**src/token_pkg.sv**
```systemverilog
// Package with constants and carrier types for the token flag controller
package token_pkg;

	// ------------------------------------------------------------
	// Geometry
	// ------------------------------------------------------------
	localparam int unsigned DATA_W  = 16;
	localparam int unsigned INDEX_W = 3;
	localparam int unsigned ADDR_W  = 15;
	localparam int unsigned FLAG_COUNT = 8;

	// ------------------------------------------------------------
	// Timing (40 MHz reference, 25 ns period)
	// ------------------------------------------------------------
	localparam int unsigned CLK_PERIOD_NS = 25;
	localparam int unsigned STROBE_NS     = 50;
	localparam int unsigned STROBE_CYC    =
		(STROBE_NS + CLK_PERIOD_NS - 1) / CLK_PERIOD_NS;
	localparam logic [1:0] STROBE_CNT = 2'(STROBE_CYC);
	localparam logic [1:0] CNT_RESET  = 2'h0;

	// ------------------------------------------------------------
	// Commands from the user side
	// ------------------------------------------------------------
	typedef enum logic [1:0]
	{
		CMD_CLAIM   = 2'h0,
		CMD_RELEASE = 2'h1,
		CMD_READ    = 2'h2,
		CMD_INIT    = 2'h3
	} cmd_t;

	typedef struct packed
	{
		cmd_t               cmd;
		logic [INDEX_W-1:0] index;
	} request_t;

	typedef struct packed
	{
		logic granted;
		logic flag;
	} result_t;

	// Pins toward the device port
	typedef struct packed
	{
		logic               token_space_select_n;
		logic               output_enable_n;
		logic               write_n;
		logic [ADDR_W-1:0]  addr;
		logic [DATA_W-1:0]  data_out;
		logic               data_oe;
	} pins_t;

	localparam logic [INDEX_W-1:0] INDEX_RESET = 3'h0;

endpackage
```
**src/strobe_timer.sv**
```systemverilog
// Strobe width timer producing a one-cycle done pulse
`timescale 1ns/1ps
`default_nettype none
module strobe_timer
(
	input  wire logic ref_clk,
	input  wire logic reset_n,
	input  wire logic start,
	output logic      done
);
	import token_pkg::*;

	typedef struct packed
	{
		logic [1:0] cnt;
		logic       busy;
		logic       done;
	} timer_state_t;

	timer_state_t state_r;
	timer_state_t state_nxt;

	// ------------------------------------------------------------
	// Count the strobe width in reference cycles
	// ------------------------------------------------------------
	always_comb
	begin
		state_nxt      = state_r;
		state_nxt.done = 1'b0;
		if (start)
		begin
			state_nxt.cnt  = STROBE_CNT;
			state_nxt.busy = 1'b1;
		end
		else if (state_r.busy)
		begin
			if (state_r.cnt <= 2'h1)
			begin
				state_nxt.busy = 1'b0;
				state_nxt.done = 1'b1;
				state_nxt.cnt  = CNT_RESET;
			end
			else
				state_nxt.cnt = state_r.cnt - 2'h1;
		end
	end

	// State register
	always_ff @(posedge ref_clk or negedge reset_n)
	begin
		if (!reset_n)
			state_r <= '0;
		else
			state_r <= state_nxt;
	end

	assign done = state_r.done;
endmodule
`default_nettype wire

```
**src/token_host.sv**
```systemverilog
// Host controller that claims, releases and reads token flags on one port
//
// Overview of operation
// - Host drops select and output enable between every pair of reads.
// - A claim writes zero first, then reads back to confirm ownership.
// - After a failed claim the host reports the flag as taken and returns to idle.
// - Init command writes one to each flag from the requested index up to the last of the eight.
`timescale 1ns/1ps
`default_nettype none
module token_host
(
	input  wire logic              ref_clk,
	input  wire logic              reset_n,
	input  wire logic              req_valid,
	input  wire token_pkg::request_t req,
	output logic                   req_ready,
	output logic                   rsp_valid,
	output token_pkg::result_t     rsp,
	output token_pkg::pins_t       pins,
	input  wire logic [token_pkg::DATA_W-1:0] data_in
);
	import token_pkg::*;

	// ------------------------------------------------------------
	// Sequencer state
	// ------------------------------------------------------------
	// Gray-coded along idle -> write -> gap -> read -> done
	typedef enum logic [2:0]
	{
		ST_IDLE  = 3'h0,
		ST_WRITE = 3'h1,
		ST_GAP   = 3'h3,
		ST_READ  = 3'h2,
		ST_DONE  = 3'h6
	} phase_t;

	typedef struct packed
	{
		phase_t             phase;
		cmd_t               cmd;
		logic [INDEX_W-1:0] index;
		logic [DATA_W-1:0]  sync1;
		logic [DATA_W-1:0]  sync2;
		logic               rsp_valid;
		result_t            rsp;
		pins_t              pins;
	} host_state_t;

	host_state_t state_r;
	host_state_t state_nxt;
	logic        strobe_start;
	logic        strobe_done;

	// ------------------------------------------------------------
	// Address and pin helpers
	// ------------------------------------------------------------
	// Address with the flag index on the three lowest lines
	function automatic logic [ADDR_W-1:0] flag_addr(
		input logic [INDEX_W-1:0] idx);
		flag_addr = {{(ADDR_W-INDEX_W){1'b0}}, idx};
	endfunction

	// Pin set for an idle, deselected port
	function automatic pins_t idle_pins(input logic [INDEX_W-1:0] idx);
		idle_pins = '{token_space_select_n: 1'b1, output_enable_n: 1'b1,
			write_n: 1'b1, addr: flag_addr(idx), data_out: '0,
			data_oe: 1'b0};
	endfunction

	// One timer paces strobes and gaps alike, so their widths stay equal
	strobe_timer u_timer
	(
		.ref_clk (ref_clk),
		.reset_n (reset_n),
		.start   (strobe_start),
		.done    (strobe_done)
	);

	// ------------------------------------------------------------
	// Sequencer
	// ------------------------------------------------------------
	always_comb
	begin
		state_nxt           = state_r;
		state_nxt.sync1     = data_in;
		state_nxt.sync2     = state_r.sync1;
		state_nxt.rsp_valid = 1'b0;
		strobe_start        = 1'b0;
		case (state_r.phase)
			ST_IDLE:
			begin
				state_nxt.pins = idle_pins(state_r.index);
				if (req_valid)
				begin
					// Keep the command; the request may drop now
					state_nxt.cmd       = req.cmd;
					state_nxt.index     = req.index;
					strobe_start        = 1'b1;
					state_nxt.pins.addr = flag_addr(req.index);
					state_nxt.pins.token_space_select_n = 1'b0;
					if (req.cmd == CMD_READ)
					begin
						state_nxt.pins.output_enable_n = 1'b0;
						state_nxt.phase = ST_READ;
					end
					else
					begin
						// Claim writes zero before any read
						state_nxt.pins.write_n  = 1'b0;
						state_nxt.pins.data_oe  = 1'b1;
						state_nxt.pins.data_out =
							{{(DATA_W-1){1'b0}},
							req.cmd != CMD_CLAIM};
						state_nxt.phase = ST_WRITE;
					end
				end
			end
			ST_WRITE:
			begin
				// Close the write strobe, then hold a deselected gap
				if (strobe_done)
				begin
					state_nxt.pins  = idle_pins(state_r.index);
					strobe_start    = 1'b1;
					state_nxt.phase = ST_GAP;
				end
			end
			ST_GAP:
			begin
				// Deselected gap so the next read latches afresh
				if (strobe_done)
				begin
					strobe_start = 1'b1;
					if (state_r.cmd == CMD_CLAIM)
					begin
						// Read back the flag to learn whether the claim won
						state_nxt.pins.token_space_select_n = 1'b0;
						state_nxt.pins.output_enable_n = 1'b0;
						state_nxt.phase = ST_READ;
					end
					else if (state_r.cmd == CMD_INIT &&
						state_r.index != INDEX_W'(FLAG_COUNT - 1))
					begin
						// Walk upward to the last flag, one write per pass
						state_nxt.index = state_r.index + 3'h1;
						state_nxt.pins.addr =
							flag_addr(state_r.index + 3'h1);
						state_nxt.pins.token_space_select_n = 1'b0;
						state_nxt.pins.write_n  = 1'b0;
						state_nxt.pins.data_oe  = 1'b1;
						state_nxt.pins.data_out = {{(DATA_W-1){1'b0}}, 1'b1};
						state_nxt.phase = ST_WRITE;
					end
					else
					begin
						strobe_start    = 1'b0;
						state_nxt.rsp   = '{granted: 1'b0, flag: 1'b1};
						state_nxt.phase = ST_DONE;
					end
				end
			end
			ST_READ:
			begin
				// Hold the strobe long enough for the sampled data to settle
				if (strobe_done)
				begin
					// Only bit zero is needed since all lines agree
					state_nxt.rsp.flag    = state_r.sync2[0];
					state_nxt.rsp.granted = !state_r.sync2[0];
					state_nxt.pins        = idle_pins(state_r.index);
					state_nxt.phase       = ST_DONE;
				end
			end
			ST_DONE:
			begin
				// Always leave one deselected cycle before the next access
				state_nxt.rsp_valid = 1'b1;
				state_nxt.phase     = ST_IDLE;
			end
			default:
			begin
				// An illegal phase falls back to a deselected idle port
				state_nxt.phase = ST_IDLE;
				state_nxt.pins  = idle_pins(INDEX_RESET);
			end
		endcase
	end

	// State register; every pin starts deselected
	always_ff @(posedge ref_clk or negedge reset_n)
	begin
		if (!reset_n)
		begin
			// Constants only, so reset never depends on other logic
			state_r       <= '0;
			state_r.phase <= ST_IDLE;
			state_r.pins  <= '{token_space_select_n: 1'b1,
				output_enable_n: 1'b1, write_n: 1'b1, addr: '0,
				data_out: '0, data_oe: 1'b0};
		end
		else
			state_r <= state_nxt;
	end

	// ------------------------------------------------------------
	// Outputs
	// ------------------------------------------------------------
	// Ready is combinational so a request is taken on the first idle edge
	assign req_ready = (state_r.phase == ST_IDLE);
	assign rsp_valid = state_r.rsp_valid;
	assign rsp       = state_r.rsp;
	assign pins      = state_r.pins;
endmodule
`default_nettype wire

```
**config.mk**
```make
export PLATFORM = sky130hd
export DESIGN_NAME = token_host
export DESIGN_NICKNAME = d
export VERILOG_FILES = /design/src/token_pkg.sv /design/src/strobe_timer.sv /design/src/token_host.sv
export SDC_FILE = /design/constraint.sdc
export NUM_CORES = 1
export LEC_CHECK = 0
export BUFFER_PORTS_ARGS = -buffer_cell sky130_fd_sc_hd__buf_2
export CORE_MARGIN = 2
export CORE_UTILIZATION = 44
export DETAILED_ROUTE_END_ITERATION = 16
export GPL_TIMING_DRIVEN = 0
export PLACE_DENSITY_LB_ADDON = 0.15
export SLEW_MARGIN = 15
export SYNTH_ARGS = -nofsm -noshare
export SYNTH_HDL_FRONTEND = slang
export SYNTH_SLANG_ARGS = --single-unit
```
**constraint.sdc**
```tcl
create_clock -name ref_clk -period 2.2 [get_ports ref_clk]
set_clock_uncertainty 0.2 [all_clocks]
set_input_delay 0.11 -clock ref_clk [delete_from_list [all_inputs] [get_ports ref_clk]]
set_output_delay 0.11 -clock ref_clk [all_outputs]
set_load 0.1 [all_outputs]
```
Yosys cells after proc, flatten, opt, wreduce, memory -nomap -nowiden

Index checks and enable logic that the tools add are counted.
Widths: inputs -> output; s select.

Add/subtract/negate cells: 2
Reductions and logical operators: 15
Equality and inequality tests: 16
$lt $le $gt $ge: 1
Bitwise logic cells: 1
Muxes and demuxes: 40

Operators by type and width:

| cell                | number |
|---|---|
| $pmux 35 s5         | 1 |
| $mux 37             | 2 |
| $mux 35             | 2 |
| $mux 33             | 2 |
| $mux 3              | 9 |
| $reduce_and 5->1    | 4 |
| $mux 1              | 12 |
| $mux 2              | 6 |
| $pmux 3 s4          | 1 |
| $ne 2x2->1 const B  | 5 |
| $mux 8              | 1 |
| $reduce_bool 2->1   | 4 |
| $eq 3x2->1 const B  | 2 |
| $ne 2x1->1 const B  | 3 |
| $ne 3x3->1 const B  | 2 |
| $pmux 3 s2          | 1 |
| $reduce_and 6->1    | 1 |
| $eq 2x2->1 const B  | 2 |
| $mux 4              | 1 |
| $pmux 2 s2          | 1 |
| $reduce_and 4->1    | 1 |
| $add 3x1->3 const B | 1 |
| $eq 3x1->1 const B  | 1 |
| $eq 3x3->1 const B  | 1 |
| 9 further kinds     | 9 |

Input port bits: 24
Word-level logic and storage cells: 92
Flip-flop bits (word level): 52
Output and inout bits: 39

Depth between registers and ports, before layout

Gate-level depths: netlist of the first run.

Word-level depth: 7
Gate-level depth with buffers: 7
Mapped depth without buffers: 6

Hierarchy

A second synthesis of the first run with hierarchy kept.

Cells, all modules: 168
Area total of the unflattened synthesis: 1582.8 µm²

By module, submodules not included:

| module       | area each (µm²) | seq. area each (µm²) | times used | cells an instance |
|---|---|---|---|---|
| token_host   | 1430.1          | 529.3                | 1          | 157 |
| strobe_timer | 152.6           | 100.1                | 1          | 11 |

Worst setup path after synthesis of the first run

No wires, ideal clock.

Path type: reg-to-reg
Start point: reg state_r[76] in the netlist's numbering
End point: reg pins[18] (netlist name)
Stages on the path, launching flop included: 6
Path buffers: 1
Slack: -1.267 ns
Required time: 1.933 ns
Arrival: 3.200 ns
Library setup time: 0.067 ns
Clock period less this slack: 3.467 ns
Cell sequence: dfrtp_1 > buf_2 > nor3_1 > and3_1 > a221o_1 > a22o_1

Elaborated cells on any way between the ends: 13
Those cells by class: 9 x eq/ne; 1 x mux; 1 x bitwise; 2 x reduce/logical

RTL lines:

| item                   | line              | source |
|---|---|---|
| from (decl)            | token_host.sv:49  | `host_state_t state_r;` |
| from (signal assigned) | token_host.sv:202 | `state_r <= state_nxt;` |
| $logic_not 3->1        | n/a               |  |
| via req_ready          | token_host.sv:16  | `output logic req_ready,` |
| $pmux 35 s5            | token_host.sv:89  | `case (state_r.phase)` |

The timed path passes the listed nets, and every way through them passes these cells.
A chain may end at the register's enable or synchronous reset.

Worst setup path in the final report of the first run

Start point: reg state_r[70] in the netlist's numbering
End point: reg state_r[71] in the netlist's numbering

Word-level cells in the longest chain between the ends: 5
Elaborated cells on any way between the ends: 9
Those cells by class: 1 x add/sub; 2 x eq/ne; 4 x mux; 2 x reduce/logical

Ends and longest elaborated chain:

| item        | line              | source |
|---|---|---|
| $add 3x1->3 | token_host.sv:145 | `state_nxt.index = state_r.index + 3'h1;` |
| $mux 3      | token_host.sv:141 | `else if (state_r.cmd == CMD_INIT &&` |
| $mux 3      | token_host.sv:134 | `if (state_r.cmd == CMD_CLAIM)` |
| $mux 3      | token_host.sv:131 | `if (strobe_done)` |
| $pmux 3 s2  | token_host.sv:89  |  |

Several ways; a longest one is shown, not always the timed one. The select of a mux whose other input is x is not followed.

==> metrics.md, run 1 <==
| Metric | Value |
|---|---|
| Status | `finished, final reports clean` |
| Area of the core | `0.00342 mm²` |
| Syn Std Cell Area | `0.00160 mm²` |
| Min-delay worst type | `in2reg` |
| Worst-Margin Slew | `559 ps` |
| DR WL/cell | `11.6 µm` |
| Post-synth ARST share | `100%` |
| Final critical-path share of the clock period | `96.9%` |
| Synth Warn # | `0` |
| Gate Count Post-Synth | `169` |
| Final hold vios | `0` |
| IO buf count | `20` |
| Clock transition at path regs | `120 ps` |
| CTS Buffer Depth | `2` |
| Worst reg2reg setup slack | `70 ps` |
| Worst path cell trace | `ha_1, ha_1, and3b_1, buf_6, a41oi_4, nor2_2, mux2_2` |
| Static leakage | `1.02 nW` |
| Final setup fails | `0` |
| DP HPWL | `2420 µm` |
| Arr. time, crit path | `2150 ps` |
| Starting Density | `46.9%` |
| Final antenna diode count | `0` |
| Average size of a mapped cell | `9.48 µm²` |
| Clock tree root buffer cell | `clkbuf_4` |
| Die area | `0.00414 mm²` |
| Remaining DRCs | `0` |
| Syn-to-layout area delta | `24.4%` |
| Post-synth top flop | `dfrtp_1` |
| Fmax | `469 MHz` |
| Setup crit start | `state_r[70]$_DFFE_PN0P_` |
| Die Y | `64.3 µm` |
| Final nets | `~250` |
| CTS tree | `done` |
| Synth Register Bits | `25` |
| Vias in the first global route | `1220` |
| Share of layout cells above drive strength 1 | `38.1%` |
| Placement Cell Area | `0.00187 mm²` |
| Slew Limit Fails | `0` |
| FF-to-FF Start | `state_r[70]$_DFFE_PN0P_` |
| Final ANT Viol Nets | `0` |
| Maximum vdd drop | `0.549 mV` |
| Clock sinks | `25` |
| Crit path required time | `2210 ps` |
| Pin count of the biggest net entering global routing | `26` |
| Final wirelength | `between 3000 and 4000 µm` |
| Initial DRT Pass Iterations | `4` |
| Hold path startpoint | `req[2]` |
| Synth cell types | `44` |
| Rows | `21` |
| Critical Path Slowest Stage Cell | `dfrtp_1` |
| Sequential fraction of the synthesis area | `39.3%` |
| H-tree depth | `1` |
| Slowest stage delay, CP | `around 450 ps` |
| Crit Path Class | `reg2reg` |
| CP max FO | `6` |
| Chip width | `about 64 µm` |
| Rel. slew slack | `a little over three fifths` |
| DR iter-0 viols | `40` |
| Post-layout util | `58.3%` |
| Min Clock Period, post-route | `2130 ps` |
| Post-synth EDFFs | `0` |
| Drt via density | `4.80` |
| # IOs | `63` |
| Total GRT Usage | `16.3%` |
| Number of max-cap violations | `0` |
| PD cells | `1550 mW/mm²` |
| Worst-Skew Late Latency | `310 ps` |
| Post-route cell area | `0.00199 mm²` |
| Crit-path most repeated cell | `ha_1` |
| Antenna violations before repair | `0` |
| Startpoint types | `flip-flop` |
| First-pass GRT wire length | `5330 µm` |
| Global route total overflow | `0` |
| CP endpoint kind | `flip-flop` |
| DR vias | `1305` |
| Cts bufs inserted | `3` |
| Routability cong. | `0.829` |
## final timing paths
check	cells past startpoint	to
min in group asynchronous	2	rsp[1]$_DFFE_PN0P_
hold / removal	4	state_r[72]$_DFFE_PN0P_
setup reg to reg	7	state_r[71]$_DFFE_PN0P_
hold reg to reg	0	state_r[38]$_DFF_PN0_
setup / recovery	7	state_r[71]$_DFFE_PN0P_
max in group asynchronous	2	pins[32]$_DFFE_PN1P_
## registers in the layout (all words and copies together) (netlist names)
| signal | count |
|---|---|
| pins | 8 |
| rsp | 2 |
| rsp_valid | 1 |
| u_timer.state_r | 3 |
| state_nxt | 1 |
| u_timer.done | 1 |
| state_r | 9 |
## Yosys cell counts, drive strengths merged, types with 4 or more instances
| master | count | share of area [%] |
|---|---|---|
| buf | 45 | 20 |
| dfrtp | 22 | 34 |
| nand2 | 15 | 3.5 |
| o21ai | 12 | 3.7 |
| nor2 | 7 | 1.6 |
| a21oi | 6 | 1.9 |
| inv | 6 | 1.4 |
| mux2 | 4 | 3.3 |
| nand2b | 4 | 1.6 |
## report_power, final
part / total [mW] / switching [mW] / internal [mW]
Clock: 0.198 / 0.127 / 0.0709
Sequential: 0.778 / 0.119 / 0.659
Combinational: 2.10 / 1.45 / 0.648
Total: 3.08 / 1.70 / 1.38
## layout by cell type, fill, tap and decap left out, types with 4 or more instances in the layout
cell and count:
o21ai_0 11, buf_4 38, buf_2 26, a21oi_1 6, dlygate4sd3_1 6, dfrtp_1 22
nor2_1 6, nand2b_1 4, inv_1 6, nand2_1 15, conb_1 27
## critical path, delay by kind of cell, from the launching register on
kind	cells	cell delay, ps
flip-flops	1	450
adder cells (fa/ha/maj)	2	400
AND/OR/NAND/NOR	2	390
multiplexers	1	340
buffers and inverters	1	130
AO/OA/AOI/OAI	1	130
## through the flow
stage | setup WS, ps | power, mW | hold WS, ps | std cells | TNS, ps
after global routing | -1.84 | 3.28 | 35.0 | 272 | -2.76
after global placement | 33.5 | 2.78 | -80.8 | 261 | 0
after CTS | 1.78 | 3.04 | 17.4 | 271 | 0
final | 67.4 | 3.08 | 18.4 | 272 | 0
after detailed placement | -55.8 | 2.82 | -71.7 | 261 | -144
after floorplan | 145 | 2.54 | -386 | 195 | 0
## what timing repair did
item                                    in CTS  in global routing
gates resized for setup                      1                  5
buffers inserted                             0                  1
hold buffers                                 6                  0
hold endpoints to repair                    32                  0
endpoints found under the setup margin       3                  7
pin swaps                                    1                  1
## routing by layer
layer  GRT usage (%)  wire [µm]
met5               0          0
met4            7.98         93
met3            1.23        157
met2            28.3       1580
met1            20.2       1320
## area by class of cell
type,count,area [µm²]
buffer,46,334
multi-input combinational,118,754
fill,328,1420
inverter,6,22.5
clock buffer,4,26.3
timing repair buffer,27,168
sequential,25,629
tap,46,57.6
## cells by family after synthesis
group / count (synthesis) / synth area share (%)
multiplexers: 7 / 5.16
buffers and inverters: 52 / 21.9
other: 1 / 0.234
AO/OA/AOI/OAI: 35 / 15.4
AND/OR/NAND/NOR: 46 / 15.9
flip-flops: 25 / 39.3
XOR/XNOR: 1 / 0.547
adder cells (fa/ha/maj): 2 / 1.56
Note: power is estimated with default switching activity, not from simulation.
==> inputs of run 2 (changes only) <==
--- a/config.mk
+++ b/config.mk
@@ -7,7 +7,7 @@
 export LEC_CHECK = 0
 export BUFFER_PORTS_ARGS = -buffer_cell sky130_fd_sc_hd__buf_2
 export CORE_MARGIN = 2
-export CORE_UTILIZATION = 44
+export CORE_UTILIZATION = 45
 export DETAILED_ROUTE_END_ITERATION = 16
 export GPL_TIMING_DRIVEN = 0
 export PLACE_DENSITY_LB_ADDON = 0.15
==> constraint.sdc (replaced) <==
create_clock -name ref_clk -period 2.4 [get_ports ref_clk]
set_clock_uncertainty 0.2 [all_clocks]
set_input_delay 0.12 -clock ref_clk [delete_from_list [all_inputs] [get_ports ref_clk]]
set_output_delay 0.12 -clock ref_clk [all_outputs]
set_load 0.1 [all_outputs]
==> metrics.md, run 2 (same netlist as run 1, synthesis figures left out) <==
| Metric | Value |
|---|---|
| Maximum vdd drop | `0.535 mV` |
| CTS tree | `done` |
| Number of max-cap violations | `0` |
| Number of flip-flops in the largest register | `9` |
| Global route total overflow | `0` |
| Arr. time, crit path | `2300 ps` |
| IO buf count | `20` |
| Crit-path most repeated cell | `ha_1` |
| # fillers | `317` |
| Final antenna diode count | `0` |
| First-pass GRT wire length | `roughly 5400 µm` |
| Worst path cell trace | `ha_1, ha_1, and3b_1, buf_2, o21ai_1, a221oi_1, a22o_1` |
| Routability cong. | `0.863` |
| Slew Limit Fails | `0` |
| Drt via density | `4.76` |
| Crit Path Class | `reg2reg` |
| PD cells | `1430 mW/mm²` |
| Status | `finished, final reports clean` |
| Min-delay worst type | `in2reg` |
| CP max FO | `6` |
| CP bufs+invs | `1` |
| # IOs | `63` |
| Post-CTS setup buffers | `0` |
| DR vias | `1285` |
| Post-route insts no fill | `270` |
| Rows | `21` |
| Area of the core | `roughly 0.0034 mm²` |
| Die area | `0.00405 mm²` |
| Die Y | `63.7 µm` |
| Chip width | `63.7 µm` |
| Fmax | `449 MHz` |
| Worst-Margin Slew | `542 ps` |
| Clock transition at path regs | `130 ps` |
| Initial DRT Pass Iterations | `4` |
| RSZ-0062 raised after global routing | `no` |
| Antenna violations before repair | `0` |
| CP endpoint kind | `flip-flop` |
| Final critical-path share of the clock period | `between 90 and 100%` |
| Sum Neg Setup Slack | `0 ps` |
| Syn-to-layout area delta | `21.4%` |
| Share of layout cells above drive strength 1 | `around 37%` |
| DP HPWL | `2520 µm` |
| DR iter-0 viols | `52` |
| Final nets | `251` |
| DP Cell Count | `261` |
| Total GRT Usage | `between 10% and 20%` |
| Most frequent cells in the layout | `buf_4 (37), buf_2 (27), conb_1 (27), dfrtp_1 (22), nand2_1 (15)` |
| Hold-fix buffers at CTS | `5` |
| H-tree depth | `1` |
| Final wirelength | `3160 µm` |
| Static leakage | `1.01 nW` |
| Pin count of the biggest net entering global routing | `26` |
| CTS Buffer Depth | `2` |
| Startpoint types | `flip-flop` |
| Post-layout util | `57.4%` |
| Reg with most FFs | `state_r` |
| Slowest stage delay, CP | `470 ps` |
| Final setup fails | `0` |
| Min Clock Period, post-route | `2230 ps` |
| Clock sinks | `25` |
| Crit path required time | `2470 ps` |
| Critical Path Slowest Stage Cell | `a221oi_1` |
| Rel. slew slack | `63.9%` |
| Post_cts resized | `0` |
| Largest regs | `state_r (9), pins (8), u_timer.state_r (3)` |
| Commonest non-fill, non-tap cell in the layout | `buf_4` |
| DR WL/cell | `11.7 µm` |
| Kind of cell adding the most delay to the critical path | `compound AO/OA/AOI/OAI gates` |
| Starting Density | `between 40% and 50%` |
| Worst-Skew Late Latency | `320 ps` |
| Remaining DRCs | `0` |
| Vias in the first global route | `1242` |
| Cts bufs inserted | `3` |
| Final hold vios | `0` |
| Final ANT Viol Nets | `0` |
| Clock tree root buffer cell | `clkbuf_4` |
[run 2: where the power goes]
part	switching [mW]	internal, mW	total (mW)	leakage (nW)
Clock	0.124	0.0652	0.189	0.0150
Combinational	1.31	0.570	1.88	0.690
Sequential	0.107	0.604	0.710	0.308
[run 2: through the flow]
step	power (mW)	setup WS (ps)	hold WS [ps]	area (µm²)
6_report	2.78	173	12.1	1940
5_1_grt	2.95	35.0	52.8	1940
4_1_cts	2.79	169	9.90	1940
3_5_place_dp	2.60	198	-62.5	1870
3_3_place_gp	2.54	242	-72.8	1870
2_1_floorplan	2.32	345	-376	1710
[run 2: cell type report]
class	instances	area [µm²]	share of cell area [%]
repair buffers	25	150	7.72
multi-input cells	118	731	37.6
flip-flops and latches	25	629	32.4
clock buffers	4	26.3	1.35
inverters	6	22.5	1.16
well taps	46	57.6	2.96
plain buffers	46	328	16.9
[run 2: tightest hold or removal path: cells and delay by family]
| family | cells | cell delay (ps) |
|---|---|---|
| AO/OA/AOI/OAI | 1 | 120 |
| multiplexers | 1 | 140 |
| buffers and inverters | 1 | 90 |
| AND/OR/NAND/NOR | 1 | 40 |
[run 2: layer usage]
layer	vias to the layer above	global-route usage, %	share of wire [%]	wire length, µm
met5	-	0	0	0
met4	0	6.52	1.6	52
met3	5	2.32	6.4	201
met2	49	31.4	53	1670
met1	604	19.1	39	1240
li1	627	-	-	-
[run 2: path summary, 6_finish.rpt]
path | start | to | slack [ps] | cells after the start
max | state_r[70]$_DFFE_PN0P_ | pins[19]$_DFFE_PN0P_ | 170 | 7
min | req[1] | state_r[71]$_DFFE_PN0P_ | 10 | 4
max reg2reg | state_r[70]$_DFFE_PN0P_ | pins[19]$_DFFE_PN0P_ | 170 | 7
min reg2reg | state_nxt[38]$_DFF_PN0_ | state_r[38]$_DFF_PN0_ | 170 | 0
max in group asynchronous | reset_n | pins[33]$_DFFE_PN1P_ | 1530 | 2
min in group asynchronous | reset_n | state_r[74]$_DFFE_PN0P_ | 100 | 2
